File: src/rtl/scr_pkg.sv
/*
 * Constants, field layout and state types shared by the system
 * configuration register block and its auxiliary regulator sequencer.
 * Assumes one 125 MHz logic clock and a 16-bit word-wide register port.
 */
package scr_pkg;

    // Register port offsets
    localparam logic [7:0] ADDR_ACCESS      = 8'h00;
    localparam logic [7:0] ADDR_CONFIG_FB   = 8'h04;
    localparam logic [7:0] ADDR_IRQ_STATUS  = 8'h08;
    localparam logic [7:0] ADDR_IRQ_CLEAR   = 8'h0c;
    localparam logic [7:0] ADDR_IRQ_ENABLE  = 8'h10;

    // Access word fields
    localparam int         POS_REG_SEL      = 14;
    localparam logic [1:0] REG_SEL_CONFIG   = 2'h2;
    localparam int         POS_READBACK_SEL = 13;
    localparam int         POS_NO_WRITE     = 12;

    localparam logic [15:0] CONFIG_RESET    = 16'h0100;
    // Bits that the register really stores (reserved ones read zero)
    localparam logic [15:0] CONFIG_STORED   = 16'h03fd;

    // Interrupt status bit positions
    localparam int IRQ_GROUND_SHIFT = 0;
    localparam int IRQ_WAKE         = 1;
    localparam int IRQ_CURRENT_RST  = 2;
    localparam int IRQ_AUX_FORCED   = 3;
    localparam int IRQ_WIDTH        = 4;

    // Timing: microsecond tick from the logic clock
    localparam int CLK_PERIOD_NS    = 8;
    localparam int TICK_NS          = 1000;
    localparam int TICK_CYCLES      = TICK_NS / CLK_PERIOD_NS;
    localparam int AUX_ON_US        = 350;
    localparam int AUX_PERIOD1_MS   = 16;
    localparam int AUX_PERIOD2_MS   = 32;
    localparam int RESET_LONG_MS    = 20;
    localparam int RESET_SHORT_MS   = 1;
    localparam int US_PER_MS        = 1000;
    localparam int AUX_PERIOD1_US   = AUX_PERIOD1_MS * US_PER_MS;
    localparam int AUX_PERIOD2_US   = AUX_PERIOD2_MS * US_PER_MS;
    localparam int RESET_LONG_US    = RESET_LONG_MS * US_PER_MS;
    localparam int RESET_SHORT_US   = RESET_SHORT_MS * US_PER_MS;

    typedef enum logic [1:0] {
        SCR_AUX_OFF     = 2'h0,
        SCR_AUX_ON      = 2'h1,
        SCR_AUX_CYCLIC1 = 2'h2,
        SCR_AUX_CYCLIC2 = 2'h3
    } scr_aux_mode_t;

    typedef struct packed {
        logic [1:0]    register_select_bits;
        logic          readback_select;
        logic          no_write_flag;
        logic [1:0]    reserved_hi;
        logic          ground_shift_level_sel;
        logic          reset_pulse_length_sel;
        scr_aux_mode_t aux_regulator_mode;
        logic          main_reg_undervolt_sel;
        logic          main_reg_current_watch;
        logic          wake_enable;
        logic          wake_pin_sampling;
        logic          reserved_lo;
        logic          inhibit_control_bit;
    } scr_cfg_t;

    typedef enum logic [1:0] {
        SCR_RST_IDLE  = 2'h0,
        SCR_RST_PULSE = 2'h1
    } scr_rst_state_t;

    typedef enum logic [1:0] {
        SCR_SEQ_IDLE = 2'h0,
        SCR_SEQ_ON   = 2'h1,
        SCR_SEQ_WAIT = 2'h2
    } scr_seq_state_t;

endpackage

File: src/rtl/scr_aux_cycle.sv
/*
 * Auxiliary regulator sequencer: continuous, off or cyclic on-windows.
 * Assumes a one-cycle microsecond tick from the parent's divider.
 */
`timescale 1ns/10ps
module scr_aux_cycle #(
    parameter int ON_US      = 350,
    parameter int PERIOD1_US = 16000,
    parameter int PERIOD2_US = 32000
) (
    input  wire logic                   i_ref_clk,
    input  wire logic                   i_rst,
    input  wire logic                   i_tick,
    input  wire scr_pkg::scr_aux_mode_t i_mode,
    output logic                        o_aux_on,
    output logic                        o_window_end
);

    scr_pkg::scr_seq_state_t state;
    logic [15:0]             count;
    logic [15:0]             period_us;

    always_comb begin
        if (i_mode == scr_pkg::SCR_AUX_CYCLIC2) begin
            period_us = 16'(PERIOD2_US);
        end else begin
            period_us = 16'(PERIOD1_US);
        end
    end

    // Leaving off or on restarts the period; a switch between the two cyclic codes keeps the count
    always_ff @(posedge i_ref_clk or posedge i_rst) begin
        if (i_rst) begin
            state        <= scr_pkg::SCR_SEQ_IDLE;
            count        <= 16'h0000;
            o_aux_on     <= 1'b0;
            o_window_end <= 1'b0;
        end else begin
            o_window_end <= 1'b0;
            case (i_mode)
                scr_pkg::SCR_AUX_OFF: begin
                    state    <= scr_pkg::SCR_SEQ_IDLE;
                    o_aux_on <= 1'b0;
                end
                scr_pkg::SCR_AUX_ON: begin
                    state    <= scr_pkg::SCR_SEQ_IDLE;
                    o_aux_on <= 1'b1;
                end
                default: begin
                    case (state)
                        scr_pkg::SCR_SEQ_IDLE: begin
                            state    <= scr_pkg::SCR_SEQ_ON;
                            count    <= 16'h0000;
                            o_aux_on <= 1'b1;
                        end
                        scr_pkg::SCR_SEQ_ON: begin
                            if (i_tick) begin
                                count <= count + 16'h0001;
                                if (count == 16'(ON_US - 1)) begin
                                    state        <= scr_pkg::SCR_SEQ_WAIT;
                                    o_aux_on     <= 1'b0;
                                    o_window_end <= 1'b1;
                                end
                            end
                        end
                        scr_pkg::SCR_SEQ_WAIT: begin
                            if (i_tick) begin
                                count <= count + 16'h0001;
                                if (count >= period_us - 16'h0001) begin
                                    state    <= scr_pkg::SCR_SEQ_ON;
                                    count    <= 16'h0000;
                                    o_aux_on <= 1'b1;
                                end
                            end
                        end
                        default: begin
                            state <= scr_pkg::SCR_SEQ_IDLE;
                        end
                    endcase
                end
            endcase
        end
    end

endmodule

File: src/rtl/scr_system_config.sv
/*
 * System configuration register with its control outputs: readback
 * selection, read-only accesses, fault forcing of the auxiliary mode,
 * reset pulse timing, wake sampling and a masked interrupt.
 * Assumes all pin-level inputs are synchronous to i_ref_clk and that
 * the host drives one strobe at a time on the register port.
 */
`timescale 1ns/10ps
// How it works
// - Select 0 returns configuration feedback
// - Select 1 returns general feedback
// - Top bits 10 target this register
// - Read-only clear: return and update
// - Ground-shift level selects interrupt threshold
// - Reset length 20 ms default, 1 ms
// - Aux mode: off, on, two cyclic
// - Faults force aux mode to off
// - Undervolt bit selects reduced threshold
// - Current watch: reset or watchdog restart
// - Wake sampling cyclic or continuous
// - Inhibit bit drives inhibit output high
module scr_system_config #(
    parameter int AUX_ON_US      = scr_pkg::AUX_ON_US,
    parameter int AUX_PERIOD1_US = scr_pkg::AUX_PERIOD1_US,
    parameter int AUX_PERIOD2_US = scr_pkg::AUX_PERIOD2_US,
    parameter int RESET_LONG_US  = scr_pkg::RESET_LONG_US,
    parameter int RESET_SHORT_US = scr_pkg::RESET_SHORT_US
) (
    input  wire logic        i_ref_clk,
    input  wire logic        i_rst,
    input  wire logic [7:0]  i_addr,
    input  wire logic [15:0] i_wdata,
    input  wire logic        i_wr,
    input  wire logic        i_rd,
    output logic      [15:0] o_rdata,
    input  wire logic [15:0] i_general_feedback_reg,
    input  wire logic        i_fail_safe,
    input  wire logic        i_external_reset_pin,
    input  wire logic        i_aux_short,
    input  wire logic        i_gnd_shift_over_low,
    input  wire logic        i_gnd_shift_over_high,
    input  wire logic        i_main_current_rise,
    input  wire logic        i_watchdog_off_standby,
    input  wire logic        i_reset_request,
    input  wire logic        i_wake_pin,
    output logic             o_inhibit_limp_output,
    output logic             o_ground_shift_level_sel,
    output logic             o_main_reg_undervolt_sel,
    output logic             o_aux_regulator_on,
    output logic             o_system_reset,
    output logic             o_watchdog_restart,
    output logic             o_wake_event,
    output logic             o_irq
);

    scr_pkg::scr_cfg_t          cfg;
    scr_pkg::scr_cfg_t          wr_word;
    scr_pkg::scr_rst_state_t    rst_state;
    logic [15:0]                config_fb;
    logic [15:0]                access_resp;
    logic [scr_pkg::IRQ_WIDTH-1:0] irq_status;
    logic [scr_pkg::IRQ_WIDTH-1:0] irq_enable;
    logic [scr_pkg::IRQ_WIDTH-1:0] irq_event;
    logic [scr_pkg::IRQ_WIDTH-1:0] irq_clear;
    logic [6:0]                 tick_div;
    logic                       tick;
    logic                       ext_reset_prev;
    logic                       aux_force;
    logic                       access_hit;
    logic                       cfg_write;
    logic                       gnd_over_sel;
    logic                       gnd_over_prev;
    logic                       current_reset;
    logic                       reset_start;
    logic [15:0]                reset_count;
    logic [15:0]                reset_len_us;
    logic                       aux_on;
    logic                       aux_window_end;
    logic                       wake_sample_en;
    logic                       wake_sampled;
    logic                       wake_seen;
    logic                       wake_change;

    assign wr_word = scr_pkg::scr_cfg_t'(i_wdata);

    // Readback image: stored fields, selector bits show this register
    always_comb begin
        config_fb = 16'(cfg) & scr_pkg::CONFIG_STORED;
        config_fb[scr_pkg::POS_REG_SEL +: 2] = scr_pkg::REG_SEL_CONFIG;
    end

    assign access_hit = i_wr && (i_addr == scr_pkg::ADDR_ACCESS)
        && (wr_word.register_select_bits == scr_pkg::REG_SEL_CONFIG);
    assign cfg_write = access_hit && !wr_word.no_write_flag;

    assign aux_force = i_fail_safe || i_aux_short
        || (ext_reset_prev && !i_external_reset_pin);

    // Microsecond tick divider
    always_ff @(posedge i_ref_clk or posedge i_rst) begin
        if (i_rst) begin
            tick_div <= 7'h00;
            tick     <= 1'b0;
        end else if (tick_div == 7'(scr_pkg::TICK_CYCLES - 1)) begin
            tick_div <= 7'h00;
            tick     <= 1'b1;
        end else begin
            tick_div <= tick_div + 7'h01;
            tick     <= 1'b0;
        end
    end

    always_ff @(posedge i_ref_clk or posedge i_rst) begin
        if (i_rst) begin
            ext_reset_prev <= 1'b1;
        end else begin
            ext_reset_prev <= i_external_reset_pin;
        end
    end

    // Configuration storage; reserved and selector bits are not kept
    always_ff @(posedge i_ref_clk or posedge i_rst) begin
        if (i_rst) begin
            cfg <= scr_pkg::scr_cfg_t'(scr_pkg::CONFIG_RESET);
        end else begin
            if (cfg_write) begin
                cfg <= scr_pkg::scr_cfg_t'(i_wdata & scr_pkg::CONFIG_STORED);
            end
            if (aux_force) begin
                cfg.aux_regulator_mode <= scr_pkg::SCR_AUX_OFF;
            end
        end
    end

    // Response is taken from the contents before this access
    always_ff @(posedge i_ref_clk or posedge i_rst) begin
        if (i_rst) begin
            access_resp <= 16'h0000;
        end else if (access_hit) begin
            if (wr_word.readback_select) begin
                access_resp <= i_general_feedback_reg;
            end else begin
                access_resp <= config_fb;
            end
        end
    end

    // Read port
    always_ff @(posedge i_ref_clk or posedge i_rst) begin
        if (i_rst) begin
            o_rdata <= 16'h0000;
        end else if (i_rd) begin
            case (i_addr)
                scr_pkg::ADDR_ACCESS:     o_rdata <= access_resp;
                scr_pkg::ADDR_CONFIG_FB:  o_rdata <= config_fb;
                scr_pkg::ADDR_IRQ_STATUS: o_rdata <= 16'(irq_status);
                scr_pkg::ADDR_IRQ_ENABLE: o_rdata <= 16'(irq_enable);
                default:                  o_rdata <= 16'h0000;
            endcase
        end else begin
            o_rdata <= 16'h0000;
        end
    end

    assign gnd_over_sel = cfg.ground_shift_level_sel
        ? i_gnd_shift_over_high : i_gnd_shift_over_low;

    always_ff @(posedge i_ref_clk or posedge i_rst) begin
        if (i_rst) begin
            gnd_over_prev <= 1'b0;
        end else begin
            gnd_over_prev <= gnd_over_sel;
        end
    end

    // reset only if watch set and watchdog off
    assign current_reset = i_main_current_rise && cfg.main_reg_current_watch
        && i_watchdog_off_standby;

    always_ff @(posedge i_ref_clk or posedge i_rst) begin
        if (i_rst) begin
            o_watchdog_restart <= 1'b0;
        end else begin
            o_watchdog_restart <= i_main_current_rise && !current_reset;
        end
    end

    assign reset_len_us = cfg.reset_pulse_length_sel
        ? 16'(RESET_LONG_US) : 16'(RESET_SHORT_US);
    assign reset_start  = i_reset_request || current_reset;

    // A new request during a pulse restarts the full length
    always_ff @(posedge i_ref_clk or posedge i_rst) begin
        if (i_rst) begin
            rst_state      <= scr_pkg::SCR_RST_IDLE;
            reset_count    <= 16'h0000;
            o_system_reset <= 1'b0;
        end else begin
            case (rst_state)
                scr_pkg::SCR_RST_IDLE: begin
                    if (reset_start) begin
                        rst_state      <= scr_pkg::SCR_RST_PULSE;
                        reset_count    <= 16'h0000;
                        o_system_reset <= 1'b1;
                    end
                end
                scr_pkg::SCR_RST_PULSE: begin
                    if (reset_start) begin
                        reset_count <= 16'h0000;
                    end else if (tick) begin
                        reset_count <= reset_count + 16'h0001;
                        // Count one extra tick so the pulse never runs short
                        if (reset_count >= reset_len_us) begin
                            rst_state      <= scr_pkg::SCR_RST_IDLE;
                            o_system_reset <= 1'b0;
                        end
                    end
                end
                default: begin
                    rst_state      <= scr_pkg::SCR_RST_IDLE;
                    o_system_reset <= 1'b0;
                end
            endcase
        end
    end

    scr_aux_cycle #(
        .ON_US      (AUX_ON_US),
        .PERIOD1_US (AUX_PERIOD1_US),
        .PERIOD2_US (AUX_PERIOD2_US)
    ) u_aux_cycle (
        .i_ref_clk    (i_ref_clk),
        .i_rst        (i_rst),
        .i_tick       (tick),
        .i_mode       (cfg.aux_regulator_mode),
        .o_aux_on     (aux_on),
        .o_window_end (aux_window_end)
    );

    // cyclic sampling rides the aux on-window
    assign wake_sample_en = cfg.wake_pin_sampling
        ? aux_window_end : 1'b1;

    always_ff @(posedge i_ref_clk or posedge i_rst) begin
        if (i_rst) begin
            wake_sampled <= 1'b1;
            wake_seen    <= 1'b0;
        end else if (wake_sample_en) begin
            wake_sampled <= i_wake_pin;
            wake_seen    <= 1'b1;
        end
    end

    assign wake_change = cfg.wake_enable && wake_sample_en && wake_seen
        && (i_wake_pin != wake_sampled);

    always_ff @(posedge i_ref_clk or posedge i_rst) begin
        if (i_rst) begin
            o_wake_event <= 1'b0;
        end else begin
            o_wake_event <= wake_change;
        end
    end

    // Interrupt events
    always_comb begin
        irq_event = '0;
        irq_event[scr_pkg::IRQ_GROUND_SHIFT] = gnd_over_sel && !gnd_over_prev;
        irq_event[scr_pkg::IRQ_WAKE]         = wake_change;
        irq_event[scr_pkg::IRQ_CURRENT_RST]  = current_reset;
        irq_event[scr_pkg::IRQ_AUX_FORCED]   = aux_force
            && (cfg.aux_regulator_mode != scr_pkg::SCR_AUX_OFF);
    end

    assign irq_clear = (i_wr && i_addr == scr_pkg::ADDR_IRQ_CLEAR)
        ? i_wdata[scr_pkg::IRQ_WIDTH-1:0] : '0;

    // Set beats clear so no event is lost
    always_ff @(posedge i_ref_clk or posedge i_rst) begin
        if (i_rst) begin
            irq_status <= '0;
        end else begin
            irq_status <= (irq_status & ~irq_clear) | irq_event;
        end
    end

    always_ff @(posedge i_ref_clk or posedge i_rst) begin
        if (i_rst) begin
            irq_enable <= '0;
        end else if (i_wr && i_addr == scr_pkg::ADDR_IRQ_ENABLE) begin
            irq_enable <= i_wdata[scr_pkg::IRQ_WIDTH-1:0];
        end
    end

    always_ff @(posedge i_ref_clk or posedge i_rst) begin
        if (i_rst) begin
            o_irq <= 1'b0;
        end else begin
            o_irq <= |(((irq_status & ~irq_clear) | irq_event) & irq_enable);
        end
    end

    // Registered copies of the steering bits and of the aux sequencer output
    always_ff @(posedge i_ref_clk or posedge i_rst) begin
        if (i_rst) begin
            o_inhibit_limp_output    <= 1'b0;
            o_ground_shift_level_sel <= 1'b0;
            o_main_reg_undervolt_sel <= 1'b0;
            o_aux_regulator_on       <= 1'b0;
        end else begin
            o_inhibit_limp_output    <= cfg.inhibit_control_bit;
            o_ground_shift_level_sel <= cfg.ground_shift_level_sel;
            o_main_reg_undervolt_sel <= cfg.main_reg_undervolt_sel;
            o_aux_regulator_on       <= aux_on;
        end
    end

endmodule

File: config.mk
export PLATFORM = sky130hd
export DESIGN_NAME = scr_system_config
export DESIGN_NICKNAME = d
export VERILOG_FILES = /design/src/rtl/scr_pkg.sv /design/src/rtl/scr_aux_cycle.sv /design/src/rtl/scr_system_config.sv
export SDC_FILE = /design/constraint.sdc
export NUM_CORES = 1
export LEC_CHECK = 0
export BUFFER_PORTS_ARGS = -buffer_cell sky130_fd_sc_hd__buf_4
export CAP_MARGIN = 20
export CORE_AREA = 5 5 108 110
export DETAILED_ROUTE_END_ITERATION = 8
export DIE_AREA = 0 0 113 115
export PLACE_DENSITY = 0.81
export SYNTH_ARGS = -nofsm -noshare
export SYNTH_HDL_FRONTEND = slang
export SYNTH_SLANG_ARGS = --single-unit
File: constraint.sdc
create_clock -name i_ref_clk -period 7.1 [get_ports i_ref_clk]
set_clock_uncertainty 0.05 [all_clocks]
set_input_delay 0.71 -clock i_ref_clk [delete_from_list [all_inputs] [get_ports i_ref_clk]]
set_output_delay 0.71 -clock i_ref_clk [all_outputs]
set_load 0.005 [all_outputs]
==> results.md <==
- For this run, the register share of the synthesized area comes to 0.508.
- The CTS sink count is 105.
- Measured along the x axis, the die boundary spans 113 µm.
- The number of max-slew violations in the final report is 0.
- The top routing layer in use is met4.
- The instance area after placement is 5810 µm².
- Synthesis inferred 105 register bits.
- For this block, wires on met1 add up to 4.82 mm.
- The maximum number of pins on one net before global-route repair is 66.
- Power spread over the standard cell area amounts to 178 nW/µm².
- STA classifies the critical path startpoint as an input port.
- In this run, CTS created clock tree buffers numbering 9.
- The number of synthesized flops with an enable pin is 0.
- The number of buffers on the longest clock path is 2.
- The number of buffers inserted by hold repair at cts is 0.
- The nature of the critical path endpoint is a flop.
- The highest net fanout along the worst path is 15.
- Setup repair after global routing left no endpoint under its margin.
- In the routed layout, each cell is associated on average with a via count of 5.44.
- The post-route antenna net violation count is 0.
- The initial antenna violation count came to 0.
- The routability congestion estimate from global placement is 0.866.
- The flow ran to the end, and the final reports show no timing, DRC or antenna violations.
- The async set-or-reset flop fraction in the synthesized netlist is 1.00.
- The dominant synthesized flop cell is sky130_fd_sc_hd__dfrtp_1.
- The count of distinct cell types in the synthesized netlist is 62.
- Once the clock tree was built, the resizer swapped 0 gates to a different size.
- The max-cap violation count is 0.
- The die covers 13,000 µm².
- After the first detailed-routing iteration, the DRC count stood at 268.
- The routed design could run at a clock period as short as 2.58 ns.
- The compound-cell area share of the yosys netlist is 0.103.
- The initialized floorplan defines 38 standard-cell rows.
- After synthesis, the share of cell area in mux cells is 0.0563.
- The clock slew seen by the registers of the worst setup and hold paths is 0.09 ns.
- For this run, the post-layout net count is 639.
- The finished cells cover 6030 µm².
- Measured against its own limit, the worst slew margin works out to 0.409.
- The routed wire length is 11.2 mm.
- Each instance of the synthesized netlist takes up on average 10.4 µm².
- The worst hold path class is in -> async.
- The final number of setup-violating endpoints is 0.
- Adding up every negative setup slack in the final design gives 0 ns.
- For the worst flop-to-flop path, the logic depth is 8.
- In the finished design, the share of the clock period the worst path needs comes to 0.363.
- Detailed routing placed a total of 5.40 mm of wire on met2.
- The required time of the critical path is 7.30 ns.
- For this run, the total global-route usage over all layers was measured as 0.180.
- During I/O placement, the number of pins put on the boundary was 77.
- Of the total synthesized cell area, the portion taken by XOR and XNOR cells is 0.0491.
- The arithmetic-cell share of the synthesized area counting full adders, half adders and majority gates is 0.0508.
- In the final layout, the share of cells above drive strength 1 is 0.207.
- STA puts the critical path data arrival time at 2.78 ns.
- The post-synthesis simple-gate area fraction is 0.196.
- Counting every net in the synthesized netlist gives 572.
- The y dimension of the die is 115 µm.
- The number of global-route vias before repair came to 3,884.
- The count of vias placed by the detailed router is 3,859.
- The wire length on met3 is 703 µm.
- After technology mapping, the gate count stands at 498.
- The number of hold violations in the final report is 0.
- The most frequent standard cell in the layout excluding fill and tap cells is sky130_fd_sc_hd__dfrtp_1.
- The initial utilization of the core area, before any placement, comes to 0.488.
- For the pin with the worst max-slew slack, the measured transition is 0.885 ns.
- The synthesized netlist occupies a cell area of 5170 µm².
- The buffer count from post-CTS setup fixing is 0.
- The main combinational cell family by area after synthesis is simple AND/OR/NAND/NOR gates.
- The total of warnings raised by yosys is 0.
- The antenna diode count is 0.
- Dividing the detail-routed wire length by the instance count gives 15.8 µm.
- The number of detailed-routing iterations run before antenna repair is 4.
- The first-pass GRT wire length is 19.0 mm.
- Timing would allow up to 388 MHz.
- The placeable core area is 10,600 µm².
- The count of buffers from port buffering is 74.
- The largest vdd supply drop is 0.0808 mV.
- The post-detailed-route DRC marker count is 0.
- In the layout the commonest cells are 102 x sky130_fd_sc_hd__dfrtp_1, 75 x sky130_fd_sc_hd__buf_4, 60 x sky130_fd_sc_hd__nand2_1, 49 x sky130_fd_sc_hd__nor2_1, 31 x sky130_fd_sc_hd__o21ai_0.
- The critical path is of the in -> reg type.
- For the worst-skew pair, the clock arrives at the later sink with an insertion delay of 0.38 ns.
- The cell sitting at the root of the clock tree is a sky130_fd_sc_hd__clkbuf_8.
- The maximum level of the CTS H-tree is 3.
- The clock tree from TritonCTS is built.
- For this run the aggregate overflow at the end of global routing stands at 0.
- The area growth from synthesis to layout is 16.6%.
- The wire-length estimate of the detail-placed layout is 8.17 mm.
- The static leakage power is 2.79 nW.
[sequential cells by signal (all words and copies together) (netlist names)]
name / flops
access_resp: 16
o_main_reg_undervolt_sel: 1
tick_div: 7
u_aux_cycle.o_aux_on: 1
reset_count: 16
irq_status: 4
u_aux_cycle.o_window_end: 1
gnd_over_prev: 1
rst_state: 1
o_ground_shift_level_sel: 1
u_aux_cycle.count: 16
tick: 1
o_watchdog_restart: 1
o_inhibit_limp_output: 1
u_aux_cycle.state: 2
cfg: 9
o_aux_regulator_on: 1
wake_sampled: 1
wake_seen: 1
ext_reset_prev: 1
o_rdata: 16
o_wake_event: 1
irq_enable: 4
o_irq: 1
[cell type report]
type | instances | area [µm²]
multi-input combinational | 351 | 2350
clock inverter | 4 | 76.3
sequential | 105 | 2630
fill | 846 | 4570
tap | 140 | 175
clock buffer | 12 | 145
inverter | 23 | 88.8
timing repair buffer | 75 | 563
[metrics by stage]
stage	hold slack (ns)	total power (W)	util	worst slack (ns)	cells
6_report	0.310	0.00108	0.569	4.52	710
2_1_floorplan	0.296	0.000644	-	3.58	498
5_1_grt	0.337	0.00112	0.569	4.26	710
3_3_place_gp	0.318	0.000677	0.548	4.18	694
4_1_cts	0.325	0.00109	0.569	4.54	710
3_5_place_dp	0.309	0.000679	0.548	4.15	694
[critical path, cell delays in order]
cell and delay [ns]:
sky130_fd_sc_hd__buf_4 0.11, sky130_fd_sc_hd__nor2_1 0.25, sky130_fd_sc_hd__and4b_1 0.61, sky130_fd_sc_hd__and4b_1 0.76, sky130_fd_sc_hd__mux2_4 0.35
[cell families after synthesis]
kind of cell             after synthesis
XOR/XNOR                              29
flip-flops                           105
AND/OR/NAND/NOR                      193
adder cells (fa/ha/maj)               21
multiplexers                          25
AO/OA/AOI/OAI                         83
buffers and inverters                 42
[routing by layer]
metal / GRT usage / vias up
met4: 0.0697 / 0
met5: 0 / -
li1: - / 1856
met1: 0.231 / 1874
met2: 0.306 / 109
met3: 0.0337 / 20
[power breakdown]
part           internal [W]  total (W)  leakage [nW]  switching [W]
clock              0.000210   0.000410         0.107       0.000200
combinational     0.0000288  0.0000608          1.27      0.0000320
sequential         0.000603   0.000606          1.40     0.00000268
[cell usage after synthesis (5+ instances only)]
master / number / area [µm²]
sky130_fd_sc_hd__nor3_1: 7 / 35.0
sky130_fd_sc_hd__nor2_1: 49 / 184
sky130_fd_sc_hd__ha_1: 21 / 263
sky130_fd_sc_hd__xnor2_1: 18 / 158
sky130_fd_sc_hd__clkbuf_1: 8 / 30.0
sky130_fd_sc_hd__mux2_4: 6 / 90.1
sky130_fd_sc_hd__nand2_1: 60 / 225
sky130_fd_sc_hd__inv_1: 23 / 86.3
sky130_fd_sc_hd__mux2i_1: 10 / 100
sky130_fd_sc_hd__and4_1: 5 / 43.8
sky130_fd_sc_hd__o21ai_0: 31 / 155
sky130_fd_sc_hd__nand4_1: 6 / 37.5
sky130_fd_sc_hd__nand3_1: 14 / 70.1
sky130_fd_sc_hd__a22oi_1: 10 / 75.1
sky130_fd_sc_hd__xor2_1: 11 / 96.3
sky130_fd_sc_hd__buf_2: 7 / 35.0
sky130_fd_sc_hd__dfrtp_1: 102 / 2550
sky130_fd_sc_hd__a21oi_1: 14 / 70.1
sky130_fd_sc_hd__mux2_2: 5 / 56.3
sky130_fd_sc_hd__nor2b_1: 6 / 37.5
sky130_fd_sc_hd__and3_1: 11 / 68.8
[path summary, 6_finish.rpt]
| check | end | slack, ns | startpoint |
|---|---|---|---|
| worst max-delay path | cfg[3] | 4.52 | i_addr[7] |
| worst max register to register | u_aux_cycle.count[2] | 4.80 | cfg[7] |
| worst min register to register | o_aux_regulator_on | 0.32 | u_aux_cycle.o_aux_on |
| worst min-delay path | tick_div[6] | 0.31 | i_rst |
| min in group i_ref_clk | o_aux_regulator_on | 0.32 | u_aux_cycle.o_aux_on |
| max in group asynchronous | access_resp[10] | 5.49 | i_rst |
Note: power is estimated with default switching activity, not from simulation.
